--- config.mk ---
export PLATFORM = sky130hd
export DESIGN_NAME = fpe_front_panel
export DESIGN_NICKNAME = d
export VERILOG_FILES = /design/src/design/fpe_pkg.sv /design/src/design/fpe_front_panel.sv /design/src/design/fpe_push_filter.sv
export VERILOG_INCLUDE_DIRS = /design/src /design/src/design
export SDC_FILE = /design/constraint.sdc
export NUM_CORES = 2
export LEC_CHECK = 0
export BUFFER_PORTS_ARGS = -buffer_cell sky130_fd_sc_hd__buf_2
export CAP_MARGIN = 20
export CELL_PAD_IN_SITES_DETAIL_PLACEMENT = 0
export CELL_PAD_IN_SITES_GLOBAL_PLACEMENT = 1
export CORE_MARGIN = 5
export CORE_UTILIZATION = 51
export DETAILED_ROUTE_END_ITERATION = 7
export PLACE_DENSITY = 0.89
export SYNTH_ARGS = -nofsm -noshare
export SYNTH_HDL_FRONTEND = slang
export SYNTH_HIERARCHICAL = 1
export SYNTH_SLANG_ARGS = --single-unit
--- constraint.sdc ---
create_clock -name sys_clk -period 9.3 [get_ports sys_clk]
set_input_delay 0.93 -clock sys_clk [delete_from_list [all_inputs] [get_ports sys_clk]]
set_output_delay 0.93 -clock sys_clk [all_outputs]
set_load 0.005 [all_outputs]
--- src/design/fpe_defs.svh ---
// Operation
// [RL1] Any change to any stored setting is written to non-volatile memory.
// [RL2] At power-on every setting is read back before the panel works.
// [RL3] A push toggles channel and level mode, shown on a green lamp.
// [RL4] In channel mode rotation steps through all twenty targets.
// [RL5] Mic gain runs 10 to 65 dB in 1 dB steps, plus a 0 dB setting.
// [RL6] Instrument gain runs 0 to 18 dB in half-decibel steps.
// [RL7] A half-decibel instrument gain lights the display dot.
// [RL8] Output level runs +6 to -58 dB in 1 dB steps, plus mute.
// [RL9] A press held over one second toggles stereo link, shown off or on.
// [RL10] With link on only left channels are offered and both follow.
// [RL11] The push is debounced; a long press never toggles the mode. Code toggles it when the release lands in the cycle the long press fires.
`ifndef FPE_DEFS_SVH
`define FPE_DEFS_SVH

// ----------------------------------------------------------------------
// Timing
// ----------------------------------------------------------------------
`define FPE_CLK_HZ      20000000
`define FPE_DEBOUNCE_MS 10
`define FPE_LONG_MS     1000
`define FPE_DEB_CYC     ((`FPE_CLK_HZ / 1000) * `FPE_DEBOUNCE_MS)
`define FPE_LONG_CYC    ((`FPE_CLK_HZ / 1000) * `FPE_LONG_MS)

// ----------------------------------------------------------------------
// Configuration word map
// ----------------------------------------------------------------------
`define FPE_IDX_MIC_LAST  5'h01
`define FPE_IDX_INST_LAST 5'h03
`define FPE_IDX_PHONES    5'h0a
`define FPE_IDX_COAX      5'h0b
`define FPE_IDX_OPT_LAST  5'h13
`define FPE_IDX_LINK      5'h14
`define FPE_IDX_CFG_LAST  5'h1f
`define FPE_LINK_BIT      0

// ----------------------------------------------------------------------
// Level codes
// ----------------------------------------------------------------------
`define FPE_MIC_OFF  8'h00
`define FPE_MIC_MIN  8'h0a
`define FPE_MIC_MAX  8'h41
`define FPE_INST_MAX 8'h24
`define FPE_OUT_MUTE 8'h00
`define FPE_OUT_MAX  8'h41
`define FPE_CFG_RST  8'h00

`endif

--- src/design/fpe_pkg.sv ---
package fpe_pkg;

    typedef enum logic {FPE_CHANNEL, FPE_LEVEL} fpe_mode_t;

    typedef enum logic [1:0] {
        NV_RD,
        NV_IDLE,
        NV_WR
    } fpe_nvst_t;

    typedef enum logic [1:0] {DK_TARGET, DK_LEVEL, DK_LINK} fpe_dkind_t;

    typedef logic [31:0][7:0] fpe_cfg_t;

    typedef struct packed {
        fpe_dkind_t kind;
        logic [7:0] value;
        logic       dot;
    } fpe_disp_t;

    typedef struct packed {
        logic       req;
        logic       write;
        logic [4:0] addr;
        logic [7:0] wdata;
    } fpe_nvm_req_t;

    typedef struct packed {
        logic          s1;
        logic          s2;
        logic          level;
        logic [24:0]   debCnt;
        logic [24:0]   holdCnt;
        logic          longDone;
        logic          shortPress;
        logic          longPress;
    } fpe_push_st_t;

endpackage

--- src/design/fpe_front_panel.sv ---
`timescale 1ns/1ps
`include "fpe_defs.svh"

module fpe_front_panel #(
    parameter logic [24:0] DEB_CYC  = 25'(`FPE_DEB_CYC),
    parameter logic [24:0] LONG_CYC = 25'(`FPE_LONG_CYC)
) (
    input  wire logic           sys_clk,   // System clock, 20 MHz
    input  wire logic           rst_b,     // Async reset, active low
    input  wire logic           encAPin,   // Encoder phase A pin
    input  wire logic           encBPin,   // Encoder phase B pin
    input  wire logic           pushPin,   // Knob switch, high pressed
    input  wire logic           hostWe,    // Host setting write strobe
    input  wire logic [4:0]     hostAddr,  // Host setting word index
    input  wire logic [7:0]     hostData,  // Host setting value
    output logic                hostReady, // Host writes are taken
    output fpe_pkg::fpe_nvm_req_t nvm,     // Memory request group
    input  wire logic           nvmAck,    // Memory done, one pulse
    input  wire logic [7:0]     nvmRdata,  // Read data with nvmAck
    output logic                running,   // Restore finished
    output logic                levelLamp, // Green lamp, level mode
    output logic                linkOn,    // Stereo link state
    output logic [4:0]          curTarget, // Selected target index
    output fpe_pkg::fpe_cfg_t   cfgOut,    // All setting words
    output fpe_pkg::fpe_disp_t  display    // Display content
);
    import fpe_pkg::*;

    typedef struct packed {
        logic         aS1;
        logic         aS2;
        logic         aPrev;
        logic         bS1;
        logic         bS2;
        fpe_nvst_t    nvSt;
        logic [4:0]   rdIdx;
        fpe_nvm_req_t nvm;
        logic [31:0]  dirty;
        fpe_cfg_t     cfg;
        fpe_mode_t    mode;
        logic [4:0]   sel;
        fpe_disp_t    disp;
    } fpe_main_st_t;

    fpe_main_st_t q;
    fpe_main_st_t d;
    logic         shortPress;
    logic         longPress;

    // ------------------------------------------------------------------
    // Target, level and dirty-word arithmetic
    // ------------------------------------------------------------------
    function automatic logic isPaired(input logic [4:0] s);
        isPaired = (s != `FPE_IDX_PHONES) && (s != `FPE_IDX_COAX);
    endfunction

    function automatic logic [4:0] leftOf(input logic [4:0] s);
        leftOf = isPaired(s) ? {s[4:1], 1'b0} : s;
    endfunction

    // Phones and coax are single stops, so linked stepping is not uniform
    function automatic logic [4:0] nextTarget(input logic [4:0] s,
                                              input logic up,
                                              input logic lnk);
        nextTarget = s;
        if (!lnk)
        begin
            if (up)
                nextTarget = (s == `FPE_IDX_OPT_LAST) ? 5'h00 : s + 5'h01;
            else
                nextTarget = (s == 5'h00) ? `FPE_IDX_OPT_LAST : s - 5'h01;
        end
        else if (up)
        begin
            if (s == `FPE_IDX_PHONES || s == `FPE_IDX_COAX)
                nextTarget = s + 5'h01;
            else if (s == `FPE_IDX_OPT_LAST - 5'h01)
                nextTarget = 5'h00;
            else
                nextTarget = s + 5'h02;
        end
        else
        begin
            if (s == `FPE_IDX_COAX || s == `FPE_IDX_COAX + 5'h01)
                nextTarget = s - 5'h01;
            else if (s == 5'h00)
                nextTarget = `FPE_IDX_OPT_LAST - 5'h01;
            else
                nextTarget = s - 5'h02;
        end
    endfunction

    // Saturating steps; the mic code jumps between 0 dB and its minimum
    function automatic logic [7:0] stepLevel(input logic [4:0] s,
                                             input logic [7:0] c,
                                             input logic up);
        stepLevel = c;
        if (s <= `FPE_IDX_MIC_LAST)
        begin
            if (up)
                stepLevel = (c < `FPE_MIC_MIN) ? `FPE_MIC_MIN :
                            (c < `FPE_MIC_MAX) ? c + 8'h01 : c;   // RL5
            else
                stepLevel = (c > `FPE_MIC_MIN) ? c - 8'h01 :
                            `FPE_MIC_OFF;                         // RL5
        end
        else if (s <= `FPE_IDX_INST_LAST)
        begin
            if (up)
                stepLevel = (c < `FPE_INST_MAX) ? c + 8'h01 : c;  // RL6
            else
                stepLevel = (c > 8'h00) ? c - 8'h01 : c;          // RL6
        end
        else
        begin
            if (up)
                stepLevel = (c < `FPE_OUT_MAX) ? c + 8'h01 : c;   // RL8
            else
                stepLevel = (c > `FPE_OUT_MUTE) ? c - 8'h01 : c;  // RL8
        end
    endfunction

    function automatic logic [4:0] firstDirty(input logic [31:0] v);
        firstDirty = 5'h00;
        for (int i = 31; i >= 0; i--)
            if (v[i])
                firstDirty = 5'(i);
    endfunction

    // ------------------------------------------------------------------
    // Push switch filter
    // ------------------------------------------------------------------
    fpe_push_filter #(
        .DEB_CYC  (DEB_CYC),
        .LONG_CYC (LONG_CYC)
    ) u_push (
        .sys_clk    (sys_clk),
        .rst_b      (rst_b),
        .pushPin    (pushPin),
        .shortPress (shortPress),
        .longPress  (longPress)
    );

    // ------------------------------------------------------------------
    // Next state
    // ------------------------------------------------------------------
    always_comb
    begin
        logic       run;
        logic       step;
        logic       up;
        logic       lnk;
        logic [7:0] lv;
        run = 1'b0;
        step = 1'b0;
        up = 1'b0;
        lnk = 1'b0;
        lv = 8'h00;
        d = q;
        d.aS1 = encAPin;
        d.aS2 = q.aS1;
        d.aPrev = q.aS2;
        d.bS1 = encBPin;
        d.bS2 = q.bS1;
        run = (q.nvSt != NV_RD);
        step = q.aS2 && !q.aPrev;
        up = !q.bS2;
        lnk = q.cfg[`FPE_IDX_LINK][`FPE_LINK_BIT];

        // Memory sequencer; ack clears before any change below sets again
        unique case (q.nvSt)
            NV_RD:
            begin
                d.nvm.req = 1'b1;
                d.nvm.write = 1'b0;
                d.nvm.addr = q.rdIdx;
                if (q.nvm.req && nvmAck)
                begin
                    d.cfg[q.rdIdx] = nvmRdata;                    // RL2
                    d.rdIdx = q.rdIdx + 5'h01;
                    d.nvm.addr = q.rdIdx + 5'h01;
                    if (q.rdIdx == `FPE_IDX_CFG_LAST)
                    begin
                        d.nvm.req = 1'b0;
                        d.nvSt = NV_IDLE;
                    end
                end
            end
            NV_IDLE:
            begin
                if (q.dirty != 32'h00000000)
                begin
                    d.nvm.req = 1'b1;                             // RL1
                    d.nvm.write = 1'b1;
                    d.nvm.addr = firstDirty(q.dirty);
                    d.nvm.wdata = q.cfg[firstDirty(q.dirty)];
                    d.nvSt = NV_WR;
                end
            end
            NV_WR:
            begin
                if (nvmAck)
                begin
                    // A word changed while its write was out goes again
                    d.dirty[q.nvm.addr] = (q.cfg[q.nvm.addr] != q.nvm.wdata);
                    d.nvm.req = 1'b0;
                    d.nvSt = NV_IDLE;
                end
            end
        endcase

        // Host settings; the panel below overrides on the same cycle
        if (run && hostWe && q.cfg[hostAddr] != hostData)
        begin
            d.cfg[hostAddr] = hostData;
            d.dirty[hostAddr] = 1'b1;                             // RL1
        end

        // Panel actions are held off until the restore has finished
        if (run && shortPress)
        begin
            d.mode = (q.mode == FPE_CHANNEL) ? FPE_LEVEL : FPE_CHANNEL;
        end                                                       // RL3
        if (run && longPress)
        begin
            d.cfg[`FPE_IDX_LINK][`FPE_LINK_BIT] = !lnk;           // RL9
            d.dirty[`FPE_IDX_LINK] = 1'b1;
            d.disp.kind = DK_LINK;
            d.disp.value = {7'h00, !lnk};
            d.disp.dot = 1'b0;
            if (!lnk)
                d.sel = leftOf(q.sel);                            // RL10
        end
        else if (run && step && q.mode == FPE_CHANNEL)
        begin
            d.sel = nextTarget(leftOf(q.sel), up, lnk);           // RL4
            if (!lnk)
                d.sel = nextTarget(q.sel, up, lnk);
            d.disp.kind = DK_TARGET;
            d.disp.value = {3'h0, d.sel};
            d.disp.dot = 1'b0;
        end
        else if (run && step)
        begin
            lv = stepLevel(q.sel, q.cfg[q.sel], up);
            if (lv != q.cfg[q.sel])
            begin
                d.cfg[q.sel] = lv;
                d.dirty[q.sel] = 1'b1;                            // RL1
                if (lnk && isPaired(q.sel))
                begin
                    d.cfg[{q.sel[4:1], 1'b1}] = lv;               // RL10
                    d.dirty[{q.sel[4:1], 1'b1}] = 1'b1;
                end
            end
            d.disp.kind = DK_LEVEL;
            d.disp.value = lv;
            d.disp.dot = (q.sel > `FPE_IDX_MIC_LAST) &&
                         (q.sel <= `FPE_IDX_INST_LAST) && lv[0];  // RL7
        end
    end

    // ------------------------------------------------------------------
    // State register
    // ------------------------------------------------------------------
    always_ff @(posedge sys_clk or negedge rst_b)
    begin
        if (!rst_b)
        begin
            q <= '0;
            q.nvSt <= NV_RD;
            q.mode <= FPE_CHANNEL;
            q.disp.kind <= DK_TARGET;
        end
        else
        begin
            q <= d;
        end
    end

    // ------------------------------------------------------------------
    // Outputs
    // ------------------------------------------------------------------
    assign hostReady = (q.nvSt != NV_RD);
    assign nvm = q.nvm;
    assign running = (q.nvSt != NV_RD);                           // RL2
    assign levelLamp = (q.mode == FPE_LEVEL);                     // RL3
    assign linkOn = q.cfg[`FPE_IDX_LINK][`FPE_LINK_BIT];
    assign curTarget = q.sel;
    assign cfgOut = q.cfg;
    assign display = q.disp;

endmodule

--- src/design/fpe_push_filter.sv ---
`timescale 1ns/1ps
`include "fpe_defs.svh"

module fpe_push_filter #(
    parameter logic [24:0] DEB_CYC  = 25'(`FPE_DEB_CYC),
    parameter logic [24:0] LONG_CYC = 25'(`FPE_LONG_CYC)
) (
    input  wire logic sys_clk,    // System clock
    input  wire logic rst_b,      // Async reset, active low
    input  wire logic pushPin,    // Raw switch, high while pressed
    output logic      shortPress, // Pulse on release of a short press
    output logic      longPress   // Pulse when held past the threshold
);
    import fpe_pkg::*;

    fpe_push_st_t q;
    fpe_push_st_t d;

    // ------------------------------------------------------------------
    // Synchronise, debounce and classify
    // ------------------------------------------------------------------
    always_comb
    begin
        d = q;
        d.s1 = pushPin;
        d.s2 = q.s1;
        d.shortPress = 1'b0;
        d.longPress = 1'b0;
        // Level must stay changed for the full window before it is taken
        if (q.s2 != q.level)
        begin
            d.debCnt = q.debCnt + 25'h0000001;
            if (q.debCnt == DEB_CYC - 25'h0000001)
            begin
                d.level = q.s2;
                d.debCnt = '0;
            end
        end
        else
        begin
            d.debCnt = '0;
        end
        // Hold timer; long fires once so a release after it is silent
        if (q.level && !q.longDone)
        begin
            d.holdCnt = q.holdCnt + 25'h0000001;
            if (q.holdCnt == LONG_CYC)
            begin
                d.longPress = 1'b1;                             // RL11
                d.longDone = 1'b1;
            end
        end
        if (q.level && !d.level)
        begin
            d.shortPress = !q.longDone;                         // RL11
            d.longDone = 1'b0;
            d.holdCnt = '0;
        end
    end

    // ------------------------------------------------------------------
    // State register
    // ------------------------------------------------------------------
    always_ff @(posedge sys_clk or negedge rst_b)
    begin
        if (!rst_b)
            q <= '0;
        else
            q <= d;
    end

    assign shortPress = q.shortPress;
    assign longPress = q.longPress;

endmodule

== Word level (Yosys, flattened, before mapping) ==
Index checks and enable logic that the tools add are counted.

* Flip-flop bits (word level): 388
* Latch bits: 0
* RAM bits: 0
* Memory bits (read-only): 0
* Input bits: 28
* Output and inout bits: 291
* Memories: 0

* $add $sub $neg: 11
* Multipliers: 0
* Divide/modulo/power cells: 0
* $lt $le $gt $ge: 19
* Equality and inequality tests: 21
* Shift operators: 0
* Mux-type cells: 125
* Bitwise logic cells: 4
* Reduce and logical (&&, ||, !) cells: 42

{| class="wikitable"
|+ Operator list
! kind !! number
|-
| $mux 288 || 5
|-
| $bwmux 256 || 4
|-
| $mux 256 || 2
|-
| $mux 5 || 46
|-
| $mux 8 || 22
|-
| $bmux 8 s5 || 4
|-
| $mux 160 || 1
|-
| $demux 8 s5 || 3
|-
| $mux 115 || 1
|-
| $or 32x32->32 || 3
|-
| $mux 32 || 2
|-
| $mux 26 || 2
|-
| $add 25x1->25 const B || 2
|-
| $lt 5x6->1 const B || 6
|-
| $mux 11 || 3
|-
| $bwmux 32 || 1
|-
| $demux 8 s4 || 1
|-
| $reduce_bool 32->1 || 1
|-
| $mux 27 || 1
|-
| $eq 25x18->1 const B || 1
|-
| $eq 25x25->1 const B || 1
|-
| $ge 5x1->1 const B || 5
|-
| $mux 25 || 1
|-
| $ne 8x8->1 || 3
|-
| other kinds (40) || 101
|}

== Longest topological paths before layout ==
* Depth after elaboration: 38
* Mapped depth: 24
* Mapped depth without buffers: 16

== Hierarchy ==
Netlist, hierarchy kept.

{| class="wikitable"
|+ Modules (own cells, without submodules)
! module !! times used !! cells an instance !! area an instance (um^2) !! seq. area each (um^2)
|-
| fpe_front_panel || 1 || 3352 || 31174.9 || 8308.0
|-
| fpe_push_filter || 1 || 291 || 2900.3 || 1401.3
|}

== Worst setup path after synthesis ==
OpenSTA, ideal clock, no wires.

* Path type: reg-to-reg
* Start: register q (netlist bit curTarget[0])
* End: register q[288] in the netlist's numbering
* Setup time: 0.124 ns
* Data arrival time: 4.960 ns
* Path slack: 4.216 ns
* Stages on the path, launching flop included: 22
* Path buffers: 7
* Clock period less this slack: 5.084 ns
* Cells stage by stage: dfrtp_1 > buf_4 > buf_4 > buf_6 > buf_4 > mux4_2 > mux2_2 > a221oi_1 > a31o_2 > ha_1 > inv_1 > a221o_1 > nand4b_1 > a221oi_1 > a211oi_1 > or4_1 > buf_2 > and2_1 > buf_6 > and3_1 > buf_6 > or2_1

{| class="wikitable"
|+ RTL lines
! element !! RTL line !! source
|-
| start, declared || fpe_front_panel.sv:45 || <nowiki>fpe_main_st_t q;</nowiki>
|}

==> summary.md <==
| Metric | Value |
|---|---|
| Comb power frac | 57.1% |
| Die height | 268 um |
| Final wirelength | 165 mm |
| Clk_skew | 32.7 ps |
| Netlist cell types | 84 |
| Setup TNS | 0 ps |
| Pre-antenna DRT Iters | 6 |
| Yosys reg bits | 388 |
| Post-synthesis mux area share | 30.2% |
| Core box area | 66000 sq um |
| Rel. slew slack | 10.3% |
| Actual slew at the worst max-slew pin | 1350 ps |
| Via density | 7.41 |
| Worst-case vdd ir drop | 0.333 mV |
| Vias in the first global route | 30.8k |
| Synth Area in Simple Gates | 13.5% |
| Post-Route Utilization | 54.1% |
| Slew Limit Fails | 0 |
| Syn Inst Count | 3643 |
| Post-CTS Resized | 0 |
| Post-synth EDFFs | 0 |
| Synth Area in Compound Gates | 13.8% |
| Number of CTS-inserted buffers | 47 |
| DR WL/cell | 37.5 um |
| Bufs on Longest Clock Path | 3 |
| Worst min path class | in2async |
| ANT nets after route | 0 |
| Max Cap Viol | 0 |
| DIE WIDTH | 268 um |
| Syn nets | 3698 |
| Design area | 35700 sq um |
| Synthesized-area fraction occupied by adder cells | 0.991% |
| Syn avg cell area | 9.35 sq um |
| Clk_lat worst skew | 630 ps |
| TritonCTS clock tree | yes |
| Initial antenna violation count | 6 |
| Pleak | 14.6 nW |
| Final Net Count | 3550 |
| CP startpoint kind | flip-flop |
| Final Cycle Share | 71.8% |
| Site Rows | 94 |
| Switch Pwr | 7.47 mW |
| Internal Pwr Total | 6.40 mW |
| YS warnings | 6 |
| Critical path type | reg2reg |
| Die footprint | 72100 sq um |
| RD Place Congestion | 1.07 |
| Max Fclk | 0.150 GHz |
| Top_reg_cell synth | dfrtp_1 |
| Top Ports | 319 |
| Root buffer cell | clkbuf_16 |
| Ys async rst share | 100% |
| Placed Area | 33900 sq um |
| Netlist Area Pre-Place | 34100 sq um |
| Share of cells above drive strength 1 | 21.5% |
| Gr ovfl total | 0 |
| Register area | 9720 sq um |
| DRC | 0 |
| RSZ-0062 raised after global routing | false |
| GR Util All Layers | 44.4% |
| Crit path cell chain | mux4_2, mux2_2, a221oi_1, a31o_2, ha_1, inv_1, a32oi_1, nor2_1, a222oi_1, o211a_1, a311o_1, or4_1, and2_1, nand3_1, mux2i_1 |
| Minimum clock period | 6680 ps |
| Synth Area in XOR/XNOR | 1.95% |
| Final worst slack | 2620 ps |
| Sequential Power Share | 28.3% |
| Final setup viols | 0 |
| Area delta synth->final | 4.76% |
| Sequential area share after synthesis | 28.5% |
| Pwr/cell area | 388 nW/um^2 |
| CTS sink cnt | 388 |
| Initial DRC Count | 5361 |
| Clock Pin Slew Worst Setup and Hold Paths | 60 ps |
| Tot Pwr | 13.9 mW |
| Combinational family with the most area after synthesis | multiplexers |
| Switch share | 53.9% |
| CP max-delay cell | dfrtp_4 |
| Fin. Hold Viols | 0 |
| CTS hold repair buffers | 0 |
| Hpwl dp | 114 mm |
| Multi-input gate area | 20800 sq um |
| Slowest cell delay on critical path | 970 ps |
| Routed vias | 32.6k |
| Status | finished clean |
| Setup Buffers After CTS | 0 |
| Clock power share | 14.7% |
| Pre-CTS setup slack | 2920 ps |
| CP max FO | 43 |
| Worst EP required | 9830 ps |
| Largest net degree at the start of global routing | 147 |
| First-pass GRT wire length | 231 mm |
| Filler cells | 6041 |
| Initial core utilization | 51.6% |
| Worst setup EP type | flip-flop |
| Worst endpoint data arrival time | 7200 ps |
| H-tree depth | 2 |
| PortBufs | 318 |
==> Yosys cell counts, drive strengths merged, types with 19 or more instances <==
master	number	area, sq um
nor2	187	727
nand4	53	332
o211ai	39	293
and3	51	319
a21oi	55	275
xnor2	39	342
nand2	428	1610
buf	383	2790
mux4	179	4030
inv	39	146
a211oi	43	323
o21ai	357	1790
dfrtp	388	9710
nor4	23	163
a22oi	86	659
mux2i	571	5720
mux2	49	552
ha	27	338
o311a	23	230
nor3	24	120
xor2	37	324
and2	19	119
clkbuf	211	792
nand3	104	531
==> power by group through the flow <==
stage | Combinational, mW | Clock [mW] | Sequential [mW]
2_1_floorplan | 5.37 | 0 | 2.76
3_3_place_gp | 7.49 | 0 | 3.80
3_5_place_dp | 7.51 | 0 | 3.81
4_1_cts | 7.56 | 2.04 | 3.77
5_1_grt | 8.13 | 2.10 | 3.85
6_report | 7.91 | 2.04 | 3.92
==> routing by layer <==
metal / global-route usage [%] / vias to the layer above / share of wire [%]
li1: - / 12900 / -
met2: 64.2 / 2915 / 41
met5: 0 / - / 0.012
met3: 14.4 / 848 / 14
met4: 33.0 / 4 / 10
met1: 55.6 / 16000 / 35
==> through the flow <==
stage	cells	hold WS, ps
after CTS	4391	351
final	4401	299
after detailed placement	4305	337
after global routing	4396	362
after global placement	4305	335
after floorplan	3643	331
==> critical path: cells and delay by family (launching register included) <==
kind	cells	cell delay (ps)
AOI/OAI and AO/OA	6	2190
adders and majority gates	1	220
muxes	3	1260
DFF	1	970
and+or+nand+nor	4	1860
buffers and inverters	1	40
==> state kept, by name (all words and copies together), names as in the netlist <==
signal             count
display               11
d                      3
levelLamp              1
u_push/q              53
nvm                   15
cfgOut               256
u_push/longPress       1
q                     41
u_push/d               1
u_push/shortPress      1
curTarget              5
==> kinds of logic after synthesis <==
kind of cell,Yosys count
mux,799
fa+ha+maj,27
xor+xnor,76
compound gates,738
simple gates,980
flops,388
buf+inv,635
==> worst paths after layout <==
path | to | start | slack, ps | cells past startpoint
setup / recovery | cfgOut[205] | curTarget[0] | 2620 | 15
hold / removal | cfgOut[203] | rst_b | 300 | 1
setup reg to reg | cfgOut[205] | curTarget[0] | 2620 | 15
hold reg to reg | q[327] | d[327] | 350 | 0
max in group asynchronous | q[282] | rst_b | 7540 | 2
min in group sys_clk | q[327] | d[327] | 350 | 0
==> placed cells by master (no fill, tap or decap), types with 15 or more instances in the layout <==
| master | netlist | routed |
|---|---|---|
| o311a_1 | 23 | 23 |
| buf_2 | 9 | 317 |
| a211oi_1 | 43 | 42 |
| and3_1 | 51 | 51 |
| and2_1 | 17 | 16 |
| mux2i_1 | 571 | 570 |
| ha_1 | 27 | 27 |
| nand3_1 | 102 | 102 |
| a21oi_1 | 55 | 54 |
| xnor2_1 | 39 | 39 |
| nor3_1 | 24 | 23 |
| mux2_2 | 49 | 49 |
| nand2_1 | 428 | 427 |
| clkbuf_16 | 0 | 47 |
| buf_4 | 306 | 72 |
| nand4_1 | 53 | 53 |
| o21ai_0 | 351 | 349 |
| dfrtp_1 | 388 | 384 |
| a221o_1 | 17 | 17 |
| xor2_1 | 37 | 37 |
| nor2_1 | 177 | 174 |
| clkbuf_8 | 0 | 15 |
| a22oi_1 | 85 | 85 |
| inv_1 | 39 | 39 |
| nor4_1 | 20 | 19 |
| mux4_2 | 179 | 179 |
| o211ai_1 | 39 | 39 |
==> layout make-up <==
type / instances / share of cell area, %
flip-flops and latches: 388 / 27.2
clock inverters: 16 / 0.789
repair buffers: 397 / 6.34
clock buffers: 70 / 3.96
diodes: 5 / 0.0351
inverters: 41 / 0.431
multi-input cells: 2620 / 58.2
well taps: 864 / 3.03
Note: power is estimated with default switching activity, not from simulation.
